==> config.mk <==
export PLATFORM = sky130hd
export DESIGN_NAME = bbi_target
export DESIGN_NICKNAME = d
export VERILOG_FILES = /design/src/verilog/bbi_sync.v /design/src/verilog/bbi_fifo.v /design/src/verilog/bbi_target.v
export VERILOG_INCLUDE_DIRS = /design/src /design/src/verilog
export SDC_FILE = /design/constraint.sdc
export NUM_CORES = 1
export LEC_CHECK = 0
export ABC_CLOCK_PERIOD_IN_PS = 2800
export BUFFER_PORTS_ARGS = -buffer_cell sky130_fd_sc_hd__buf_2
export CAP_MARGIN = 10
export CORE_MARGIN = 3
export CORE_UTILIZATION = 35
export DETAILED_ROUTE_END_ITERATION = 16
export HOLD_SLACK_MARGIN = 0.15
export PLACE_DENSITY = 0.58
export SLEW_MARGIN = 10
export SYNTH_ARGS = -nofsm -noshare
export SYNTH_HDL_FRONTEND = slang
export SYNTH_SLANG_ARGS = --single-unit
==> constraint.sdc <==
create_clock -name core_clk -period 2.8 [get_ports core_clk]
set_input_delay 0.14 -clock core_clk [delete_from_list [all_inputs] [get_ports core_clk]]
set_output_delay 0.14 -clock core_clk [all_outputs]
set_load 0.01 [all_outputs]
==> src/verilog/bbi_consts.vh <==
// Constants of the two-wire target register access block
`ifndef BBI_CONSTS_VH
`define BBI_CONSTS_VH
`define BBI_ADDR_BASE      7'h35
`define BBI_ADDR_LOW       7'h6A
`define BBI_ADDR_HIGH      7'h6B
`define BBI_CLK_HZ         20000000
`define BBI_MAX_BIT_HZ     1000000
`define BBI_PTR_RESET      8'h00
`define BBI_FIFO_DEPTH     4
`define BBI_FIFO_WIDTH     16
`endif

==> src/verilog/bbi_sync.v <==
// Two flip-flop synchroniser for a pin input
`timescale 1ns/1ps
module bbi_sync
(
	core_clk,
	rst,
	pin_in,
	pin_sync
);
	parameter RESET_VAL = 1'b1;
	input  wire core_clk;
	input  wire rst;
	input  wire pin_in;
	output wire pin_sync;

	reg         meta_q;
	reg         sync_q;

	always @(posedge core_clk)
	begin
		if (rst)
		begin
			meta_q <= RESET_VAL;
			sync_q <= RESET_VAL;
		end
		else
		begin
			meta_q <= pin_in;
			sync_q <= meta_q;
		end
	end

	assign pin_sync = sync_q;
endmodule // bbi_sync

==> src/verilog/bbi_fifo.v <==
// Small FIFO with valid/ready on both sides
`timescale 1ns/1ps
module bbi_fifo #(
	parameter WIDTH = 16,
	parameter DEPTH = 4,
	parameter AW    = 2
)
(
	input  wire             core_clk,
	input  wire             rst,
	input  wire [WIDTH-1:0] in_data,
	input  wire             in_valid,
	output wire             in_ready,
	output wire [WIDTH-1:0] out_data,
	output wire             out_valid,
	input  wire             out_ready
);
	reg  [WIDTH-1:0] mem [0:DEPTH-1];
	reg  [AW-1:0]    wr_q;
	reg  [AW-1:0]    rd_q;
	reg  [AW:0]      cnt_q;
	wire             push;
	wire             pop;

	assign in_ready  = (cnt_q != DEPTH[AW:0]);
	assign out_valid = (cnt_q != {(AW+1){1'b0}});
	assign out_data  = mem[rd_q];
	assign push      = in_valid & in_ready;
	assign pop       = out_valid & out_ready;

	always @(posedge core_clk)
	begin
		if (push)
			mem[wr_q] <= in_data;
		if (rst)
		begin
			wr_q  <= {AW{1'b0}};
			rd_q  <= {AW{1'b0}};
			cnt_q <= {(AW+1){1'b0}};
		end
		else
		begin
			if (push)
				wr_q <= (wr_q == DEPTH[AW-1:0] - 1'b1) ? {AW{1'b0}} : wr_q + 1'b1;
			if (pop)
				rd_q <= (rd_q == DEPTH[AW-1:0] - 1'b1) ? {AW{1'b0}} : rd_q + 1'b1;
			cnt_q <= cnt_q + {{AW{1'b0}}, push} - {{AW{1'b0}}, pop};
		end
	end
endmodule // bbi_fifo

==> src/verilog/bbi_target.v <==
// Two-wire bus target giving register access to a byte-wide register file
`timescale 1ns/1ps
`include "bbi_consts.vh"
module bbi_target #(
	parameter FIFO_DEPTH = `BBI_FIFO_DEPTH
)
(
	core_clk,
	rst,
	scl_in,
	sda_in,
	sda_out,
	sda_oe,
	address_select_pin,
	boot_busy,
	wr_data,
	wr_addr,
	wr_valid,
	wr_ready,
	rd_addr,
	rd_data,
	busy
);
	input  wire       core_clk;
	input  wire       rst;
	input  wire       scl_in;
	input  wire       sda_in;
	output wire       sda_out;
	output wire       sda_oe;
	input  wire       address_select_pin;
	input  wire       boot_busy;
	output wire [7:0] wr_data;
	output wire [7:0] wr_addr;
	output wire       wr_valid;
	input  wire       wr_ready;
	output wire [7:0] rd_addr;
	input  wire [7:0] rd_data;
	output wire       busy;

	// ---------------------------------------------------------------
	// States
	// ---------------------------------------------------------------
	localparam ST_IDLE  = 3'd0;
	localparam ST_ADDR  = 3'd1;
	localparam ST_REG   = 3'd2;
	localparam ST_WDATA = 3'd3;
	localparam ST_RDATA = 3'd4;
	localparam ST_MACK  = 3'd5;
	localparam ST_IGN   = 3'd6;

	// Sampling at 20 MHz gives 20 samples per bit at the fastest rate
	localparam integer SAMPLES_PER_BIT = `BBI_CLK_HZ / `BBI_MAX_BIT_HZ;

	// ---------------------------------------------------------------
	// Pin synchronisers
	// ---------------------------------------------------------------
	wire       scl_s;
	wire       sda_s;
	wire       sel_s;
	reg        scl_q;
	reg        sda_q;
	wire       scl_rise;
	wire       scl_fall;
	wire       start_det;
	wire       stop_det;

	bbi_sync #(.RESET_VAL(1'b1)) u_sync_scl
	(
		.core_clk (core_clk),
		.rst      (rst),
		.pin_in   (scl_in),
		.pin_sync (scl_s)
	);

	bbi_sync #(.RESET_VAL(1'b1)) u_sync_sda
	(
		.core_clk (core_clk),
		.rst      (rst),
		.pin_in   (sda_in),
		.pin_sync (sda_s)
	);

	bbi_sync #(.RESET_VAL(1'b0)) u_sync_sel
	(
		.core_clk (core_clk),
		.rst      (rst),
		.pin_in   (address_select_pin),
		.pin_sync (sel_s)
	);

	always @(posedge core_clk)
	begin
		if (rst)
		begin
			scl_q <= 1'b1;
			sda_q <= 1'b1;
		end
		else
		begin
			scl_q <= scl_s;
			sda_q <= sda_s;
		end
	end

	// Edges found on the core clock; sampling margin covers every rate
	assign scl_rise  = scl_s & ~scl_q;
	assign scl_fall  = ~scl_s & scl_q;
	assign start_det = scl_s & scl_q & sda_q & ~sda_s;
	assign stop_det  = scl_s & scl_q & ~sda_q & sda_s;

	// ---------------------------------------------------------------
	// Write FIFO between the bus and the register file
	// ---------------------------------------------------------------
	reg        push_q;
	reg  [7:0] push_addr_q;
	reg  [7:0] push_data_q;
	wire       fifo_in_ready;

	bbi_fifo #(.WIDTH(`BBI_FIFO_WIDTH), .DEPTH(FIFO_DEPTH), .AW(2)) u_fifo
	(
		.core_clk  (core_clk),
		.rst       (rst),
		.in_data   ({push_addr_q, push_data_q}),
		.in_valid  (push_q),
		.in_ready  (fifo_in_ready),
		.out_data  ({wr_addr, wr_data}),
		.out_valid (wr_valid),
		.out_ready (wr_ready)
	);

	// ---------------------------------------------------------------
	// Byte engine
	// ---------------------------------------------------------------
	reg  [2:0] state_q;
	reg  [3:0] bit_q;
	reg  [7:0] shift_q;
	reg  [7:0] ptr_q;
	reg        ack_q;
	reg        drive_q;
	reg        is_read_q;
	wire [6:0] own_addr;
	wire       in_ack;

	assign own_addr = sel_s ? `BBI_ADDR_HIGH : `BBI_ADDR_LOW;
	assign in_ack   = (bit_q == 4'd8);
	assign rd_addr  = ptr_q;
	assign busy     = (state_q != ST_IDLE) && (state_q != ST_IGN);

	// Open drain: only ever pull low, never touch the clock line
	assign sda_out = 1'b0;
	assign sda_oe  = drive_q;

	always @(posedge core_clk)
	begin
		if (rst)
		begin
			state_q     <= ST_IDLE;
			bit_q       <= 4'd0;
			shift_q     <= 8'h00;
			ptr_q       <= `BBI_PTR_RESET;
			ack_q       <= 1'b0;
			drive_q     <= 1'b0;
			is_read_q   <= 1'b0;
			push_q      <= 1'b0;
			push_addr_q <= 8'h00;
			push_data_q <= 8'h00;
		end
		else
		begin
			push_q <= 1'b0;
			if (stop_det)
			begin
				state_q <= ST_IDLE;
				drive_q <= 1'b0;
				ack_q   <= 1'b0;
			end
			else if (start_det)
			begin
				state_q <= ST_ADDR;
				bit_q   <= 4'd0;
				drive_q <= 1'b0;
				ack_q   <= 1'b0;
			end
			else if (scl_rise && state_q != ST_IDLE && state_q != ST_IGN && state_q != ST_RDATA && !in_ack)
			begin
				// Data sampled on rising edge, MSB first
				shift_q <= {shift_q[6:0], sda_s};
				bit_q   <= bit_q + 4'd1;
			end
			else if (scl_rise && in_ack && state_q == ST_RDATA)
			begin
				// Controller ack or nack in ninth clock
				state_q <= sda_s ? ST_IGN : ST_MACK;
				// Advance now so the next register has settled by the falling edge
				if (!sda_s)
					ptr_q <= ptr_q + 8'd1;
			end
			else if (scl_fall && state_q != ST_IDLE && state_q != ST_IGN)
			begin
				if (bit_q == 4'd8 && !in_ack_done(state_q))
				begin
					// Ninth clock period: decide the acknowledge
					bit_q   <= 4'd8;
					drive_q <= 1'b0;
					case (state_q)
					ST_ADDR:
					begin
						// Match and not booting
						if (shift_q[7:1] == own_addr && !boot_busy)
						begin
							ack_q     <= 1'b1;
							drive_q   <= 1'b1;
							is_read_q <= shift_q[0];
						end
						else
							state_q <= ST_IGN;
					end
					ST_REG,
					ST_WDATA:
					begin
						// A full FIFO refuses the byte, as a busy device would
						if (!boot_busy && (state_q == ST_REG || fifo_in_ready))
						begin
							ack_q   <= 1'b1;
							drive_q <= 1'b1;
						end
						else
							state_q <= ST_IGN;
					end
					default:
						state_q <= ST_IGN;
					endcase
				end
				else if (in_ack && ack_q)
				begin
					// End of ack clock: release and move on
					ack_q   <= 1'b0;
					bit_q   <= 4'd0;
					drive_q <= 1'b0;
					case (state_q)
					ST_ADDR:
					begin
						if (is_read_q)
						begin
							state_q <= ST_RDATA;
							shift_q <= rd_data;
							drive_q <= ~rd_data[7];
						end
						else
							state_q <= ST_REG;
					end
					ST_REG:
					begin
						ptr_q   <= shift_q;
						state_q <= ST_WDATA;
					end
					ST_WDATA:
					begin
						push_q      <= 1'b1;
						push_addr_q <= ptr_q;
						push_data_q <= shift_q;
						ptr_q       <= ptr_q + 8'd1;
					end
					default:
						state_q <= ST_IGN;
					endcase
				end
				else if (state_q == ST_RDATA && bit_q < 4'd8)
				begin
					// Shift out next bit after each falling edge, MSB first
					shift_q <= {shift_q[6:0], 1'b1};
					bit_q   <= bit_q + 4'd1;
					drive_q <= (bit_q == 4'd7) ? 1'b0 : ~shift_q[6];
				end
				else if (state_q == ST_RDATA && in_ack)
					drive_q <= 1'b0;
				else if (state_q == ST_MACK)
				begin
					// Acked read byte: next register, first bit out
					bit_q   <= 4'd0;
					state_q <= ST_RDATA;
					shift_q <= rd_data;
					drive_q <= ~rd_data[7];
				end
			end
		end
	end

	// Ack decision happens once; read states never take one, the controller acks there
	function in_ack_done;
		input [2:0] st;
		begin
			in_ack_done = ack_q | (st == ST_RDATA) | (st == ST_MACK);
		end
	endfunction
endmodule // bbi_target

==> flow_metrics.env <==
export IMPL_wire_per_inst_um=15.34
export IMPL_share_comb_of_total_power_pct=11.2
export IMPL_worst_path_max_fanout=4
export IMPL_die_width_um=131.3
export IMPL_pin_count_of_the_biggest_net_entering_global_routing=37
export IMPL_place_gp_congestion=0.8085
export IMPL_layout_setup_ws_ns=0.4611
export IMPL_remaining_drc_errors=0
export IMPL_critPathLaunch="u_fifo.cnt_q[1]"
export IMPL_total_leakage_power_nw=2.433
export IMPL_clock_root_buffer="clkbuf_16"
export IMPL_number_of_global_route_vias_before_repair=3439
export IMPL_synth_edf_count=64
export IMPL_synth_top_cells_by_area="edfxtp_1 (35%), dfxtp_1 (22%), mux4_2 (6.6%)"
export IMPL_antenna_violations_before_repair=0
export IMPL_drt_pre_antenna_iters=5
export IMPL_total_power_mw=4.675
export IMPL_grt_overall_usage_pct=13.19
export IMPL_worst_r2r_cell_count=10
export IMPL_cts_hold_buf=13
export IMPL_worst_setup_hold_path_clk_slew_ns=0.05
export IMPL_number_of_ports_placed_on_the_die_boundary=43
export IMPL_num_fill_cells=1392
export IMPL_yosys_cell_types_count=71
export IMPL_hold_start="boot_busy"
export IMPL_power_frac_seq_pct=42.4
export IMPL_worst_r2r_setup_slack_ns=0.46
export IMPL_placementRows=45
export IMPL_cp_data_required_time_ns=3.09
export IMPL_netlist_instances=432
export IMPL_hold_path_endpoint="ack_q"
export IMPL_timing_critical_path_slowest_cell_delay_ns=0.41
export IMPL_iteration_0_drc_markers=249
export IMPL_tightestPinTransition_ns=0.8210
export IMPL_net_switching_power_of_the_design_mw=1.096
export IMPL_post_cts_repair_setup_buffers=0
export IMPL_cts_sinks=124
export IMPL_start_util_pct=36.00
export IMPL_crit_path_top_delay_cell="fa_1"
export IMPL_place_ws_ns=0.4310
export IMPL_utilization_pct=43.39
export IMPL_synthesis_yosys_warnings=0
export IMPL_htree_num_levels=4
export IMPL_crit_path_cell_trace="or3_1 > nand2_1 > inv_1 > ha_1 > inv_1 > ha_1 > fa_1 > xnor2_1 > xnor2_1 > nor2_1"
export IMPL_outcome="complete, no violations"
export IMPL_layout_cells_excl_fill=715
export IMPL_detailed_place_hpwl_mm=7.590
export IMPL_floorplan_die_area_sq_mm=0.01723
export IMPL_worstPathBufferInverterCount=2
export IMPL_synth_area_leader_cell="edfxtp_1"
export IMPL_timing_critical_path_arrival_ns=2.62
export IMPL_layout_min_cycle_time_ns=2.339
export IMPL_global_route_overflow_total=0
export IMPL_ys_seq_area_share_pct=56.86
export IMPL_unrepaired_setup_endpoints_after_global_routing="false"
export IMPL_setup_viol_count_final=0
export IMPL_power_internal_mw=3.578
export IMPL_hold_path_class="in2reg"
export IMPL_cp_end_kind="register"
export IMPL_dominant_cell_by_count_in_the_synthesized_netlist="edfxtp_1"
export IMPL_synth_net_count=458
export IMPL_vias=3582
export IMPL_postRouteAntennaNets=0
export IMPL_timing_final_crit_share_pct=83.53
export IMPL_worstSetupStartpointType="register"
export IMPL_slew_viol_final=0
export IMPL_final_hold_violation_count=0
export IMPL_fin_skew_ns=0.005549
export IMPL_total_negative_setup_slacks_ns=0
export IMPL_synth_flop_cell="edfxtp_1"
export IMPL_critical_path_top_delay_family="adder cells"
export IMPL_worstReg2RegEnd="u_fifo.cnt_q[2]"
export IMPL_clk_latency_ns=0.41
export IMPL_postSynthAreaPerCell_sq_um=12.71
export IMPL_max_clock_path_buffers=2
export IMPL_fmaxAchievable_mhz=427.6
export IMPL_maxCapViolations=0
export IMPL_postSynth_asyncResetShare_pct=0
export IMPL_numCtsBuffers=17
export IMPL_wl_mm=10.97
export IMPL_cts_tree="done"
export IMPL_cellPowerDensity_mw_per_mm2=706.1
export IMPL_worst_hold_path_num_cells=4
export IMPL_swShare_pct=23.45
export IMPL_category_of_the_most_critical_setup_path="reg2reg"
export IMPL_synth_ff_latch_count=124
export IMPL_vdd_drop_max_mv=0.3980
export IMPL_place_inst=670
export IMPL_netlist_area_leader_share_pct=34.99
export IMPL_timing_slew_headroom_pct=45.19
export IMPL_postCtsResizedCells=0
export IMPL_placeableCoreArea_sq_mm=0.01526
export IMPL_post_synth_most_frequent_cells="edfxtp_1 (64), dfxtp_1 (60), nor2_1 (44)"
export IMPL_dieHeight_um=131.3
export IMPL_layout_nets=517
export IMPL_num_antenna_cells=0
export IMPL_total_area_of_sequential_cells_sq_mm=0.003123
export IMPL_netlist_area_sq_mm=0.005493
export IMPL_clock_power_share_pct=46.4
export IMPL_viasPerCell=5.010
export IMPL_multiInputGateArea_sq_mm=0.002191
export IMPL_worstReg2RegStart="u_fifo.cnt_q[1]"
export IMPL_global_route_wire_length_before_repair_mm=18.02
export IMPL_numPortBuffers=41
export IMPL_post_route_cells_drive_above_1_share_pct=24.21
export IMPL_area_growth_synth_to_final_pct=20.52
-- sequential cells by signal, summed over array words and instances (netlist names), 2 cells and up, named ones only --
register / flops
bit_q: 4
push_addr_q: 8
push_data_q: 8
rd_addr: 8
shift_q: 8
state_q: 3
u_fifo.cnt_q: 3
u_fifo.mem: 64
u_fifo.rd_q: 2
u_fifo.wr_q: 2
-- stage by stage --
stage                     cell area [sq um]  hold WS [ns]
after floorplan                        5493        0.2438
after global placement                 5892        0.3278
after detailed placement               5892        0.3287
after CTS                              6620        0.2586
after global routing                   6620        0.2746
final                                  6620        0.2602
-- tightest hold or removal path, cell delays in order --
cell,delay [ns]
buf_2,0.11
a311o_1,0.17
a2111o_1,0.15
a21boi_1,0.06
-- placed cells by master (no fill, tap or decap), types with 16 or more instances in the layout --
cell type / count
clkbuf_16: 18
edfxtp_1: 64
buf_2: 41
mux4_2: 16
mux2i_1: 27
dfxtp_1: 60
nor2_1: 44
o21ai_0: 16
a21oi_1: 26
-- routing by layer --
metal / GRT usage, % / wire [um] / vias to the layer above / part of all wire [%]
met4: 5.251 / 175 / 0 / 1.6
met5: 0 / 0 / - / 0
met3: 4.211 / 514 / 18 / 4.7
li1: - / - / 1741 / -
met2: 20.65 / 5283 / 88 / 48
met1: 17.06 / 4992 / 1735 / 46
-- logic make-up (layout without fill, tap and decap cells) --
| logic type | count (synthesis) | in the layout | synth area share (%) |
|---|---|---|---|
| other | 1 | 1 | 0.06827 |
| muxes | 44 | 44 | 11.69 |
| adders and majority gates | 11 | 11 | 2.642 |
| DFF | 124 | 124 | 56.86 |
| xor gates and xnor gates | 4 | 4 | 0.6377 |
| AOI/OAI and AO/OA | 81 | 81 | 10.89 |
| buffers and inverters | 35 | 107 | 3.257 |
| and+or+nand+nor | 132 | 132 | 13.96 |
-- power groups by stage --
stage	combinational (mW)	sequential, mW	clock (mW)
final	0.525	1.98	2.17
after global routing	0.586	1.99	2.29
after CTS	0.542	1.98	2.21
after detailed placement	0.523	2.02	0
after global placement	0.518	2.02	0
after floorplan	0.398	2.00	0
-- area by class of cell --
class / count / area share (%)
Clock buffer: 20 / 6.917
Clock inverter: 12 / 2.117
Inverter: 13 / 0.7371
Multi-Input combinational cell: 273 / 33.09
Sequential cell: 124 / 47.17
Tap cell: 211 / 3.988
Timing Repair Buffer: 62 / 5.972
-- worst max path at each step --
stage,endpoint,slack (ns),depth (start not counted)
floorplan,u_fifo.cnt_q[2],0.52,10
global placement,u_fifo.cnt_q[2],0.54,10
detailed placement,u_fifo.cnt_q[2],0.43,10
CTS,u_fifo.cnt_q[2],0.43,10
global route,u_fifo.cnt_q[2],0.33,10
finish,u_fifo.cnt_q[2],0.46,10
(Power assumes the default switching activity.)
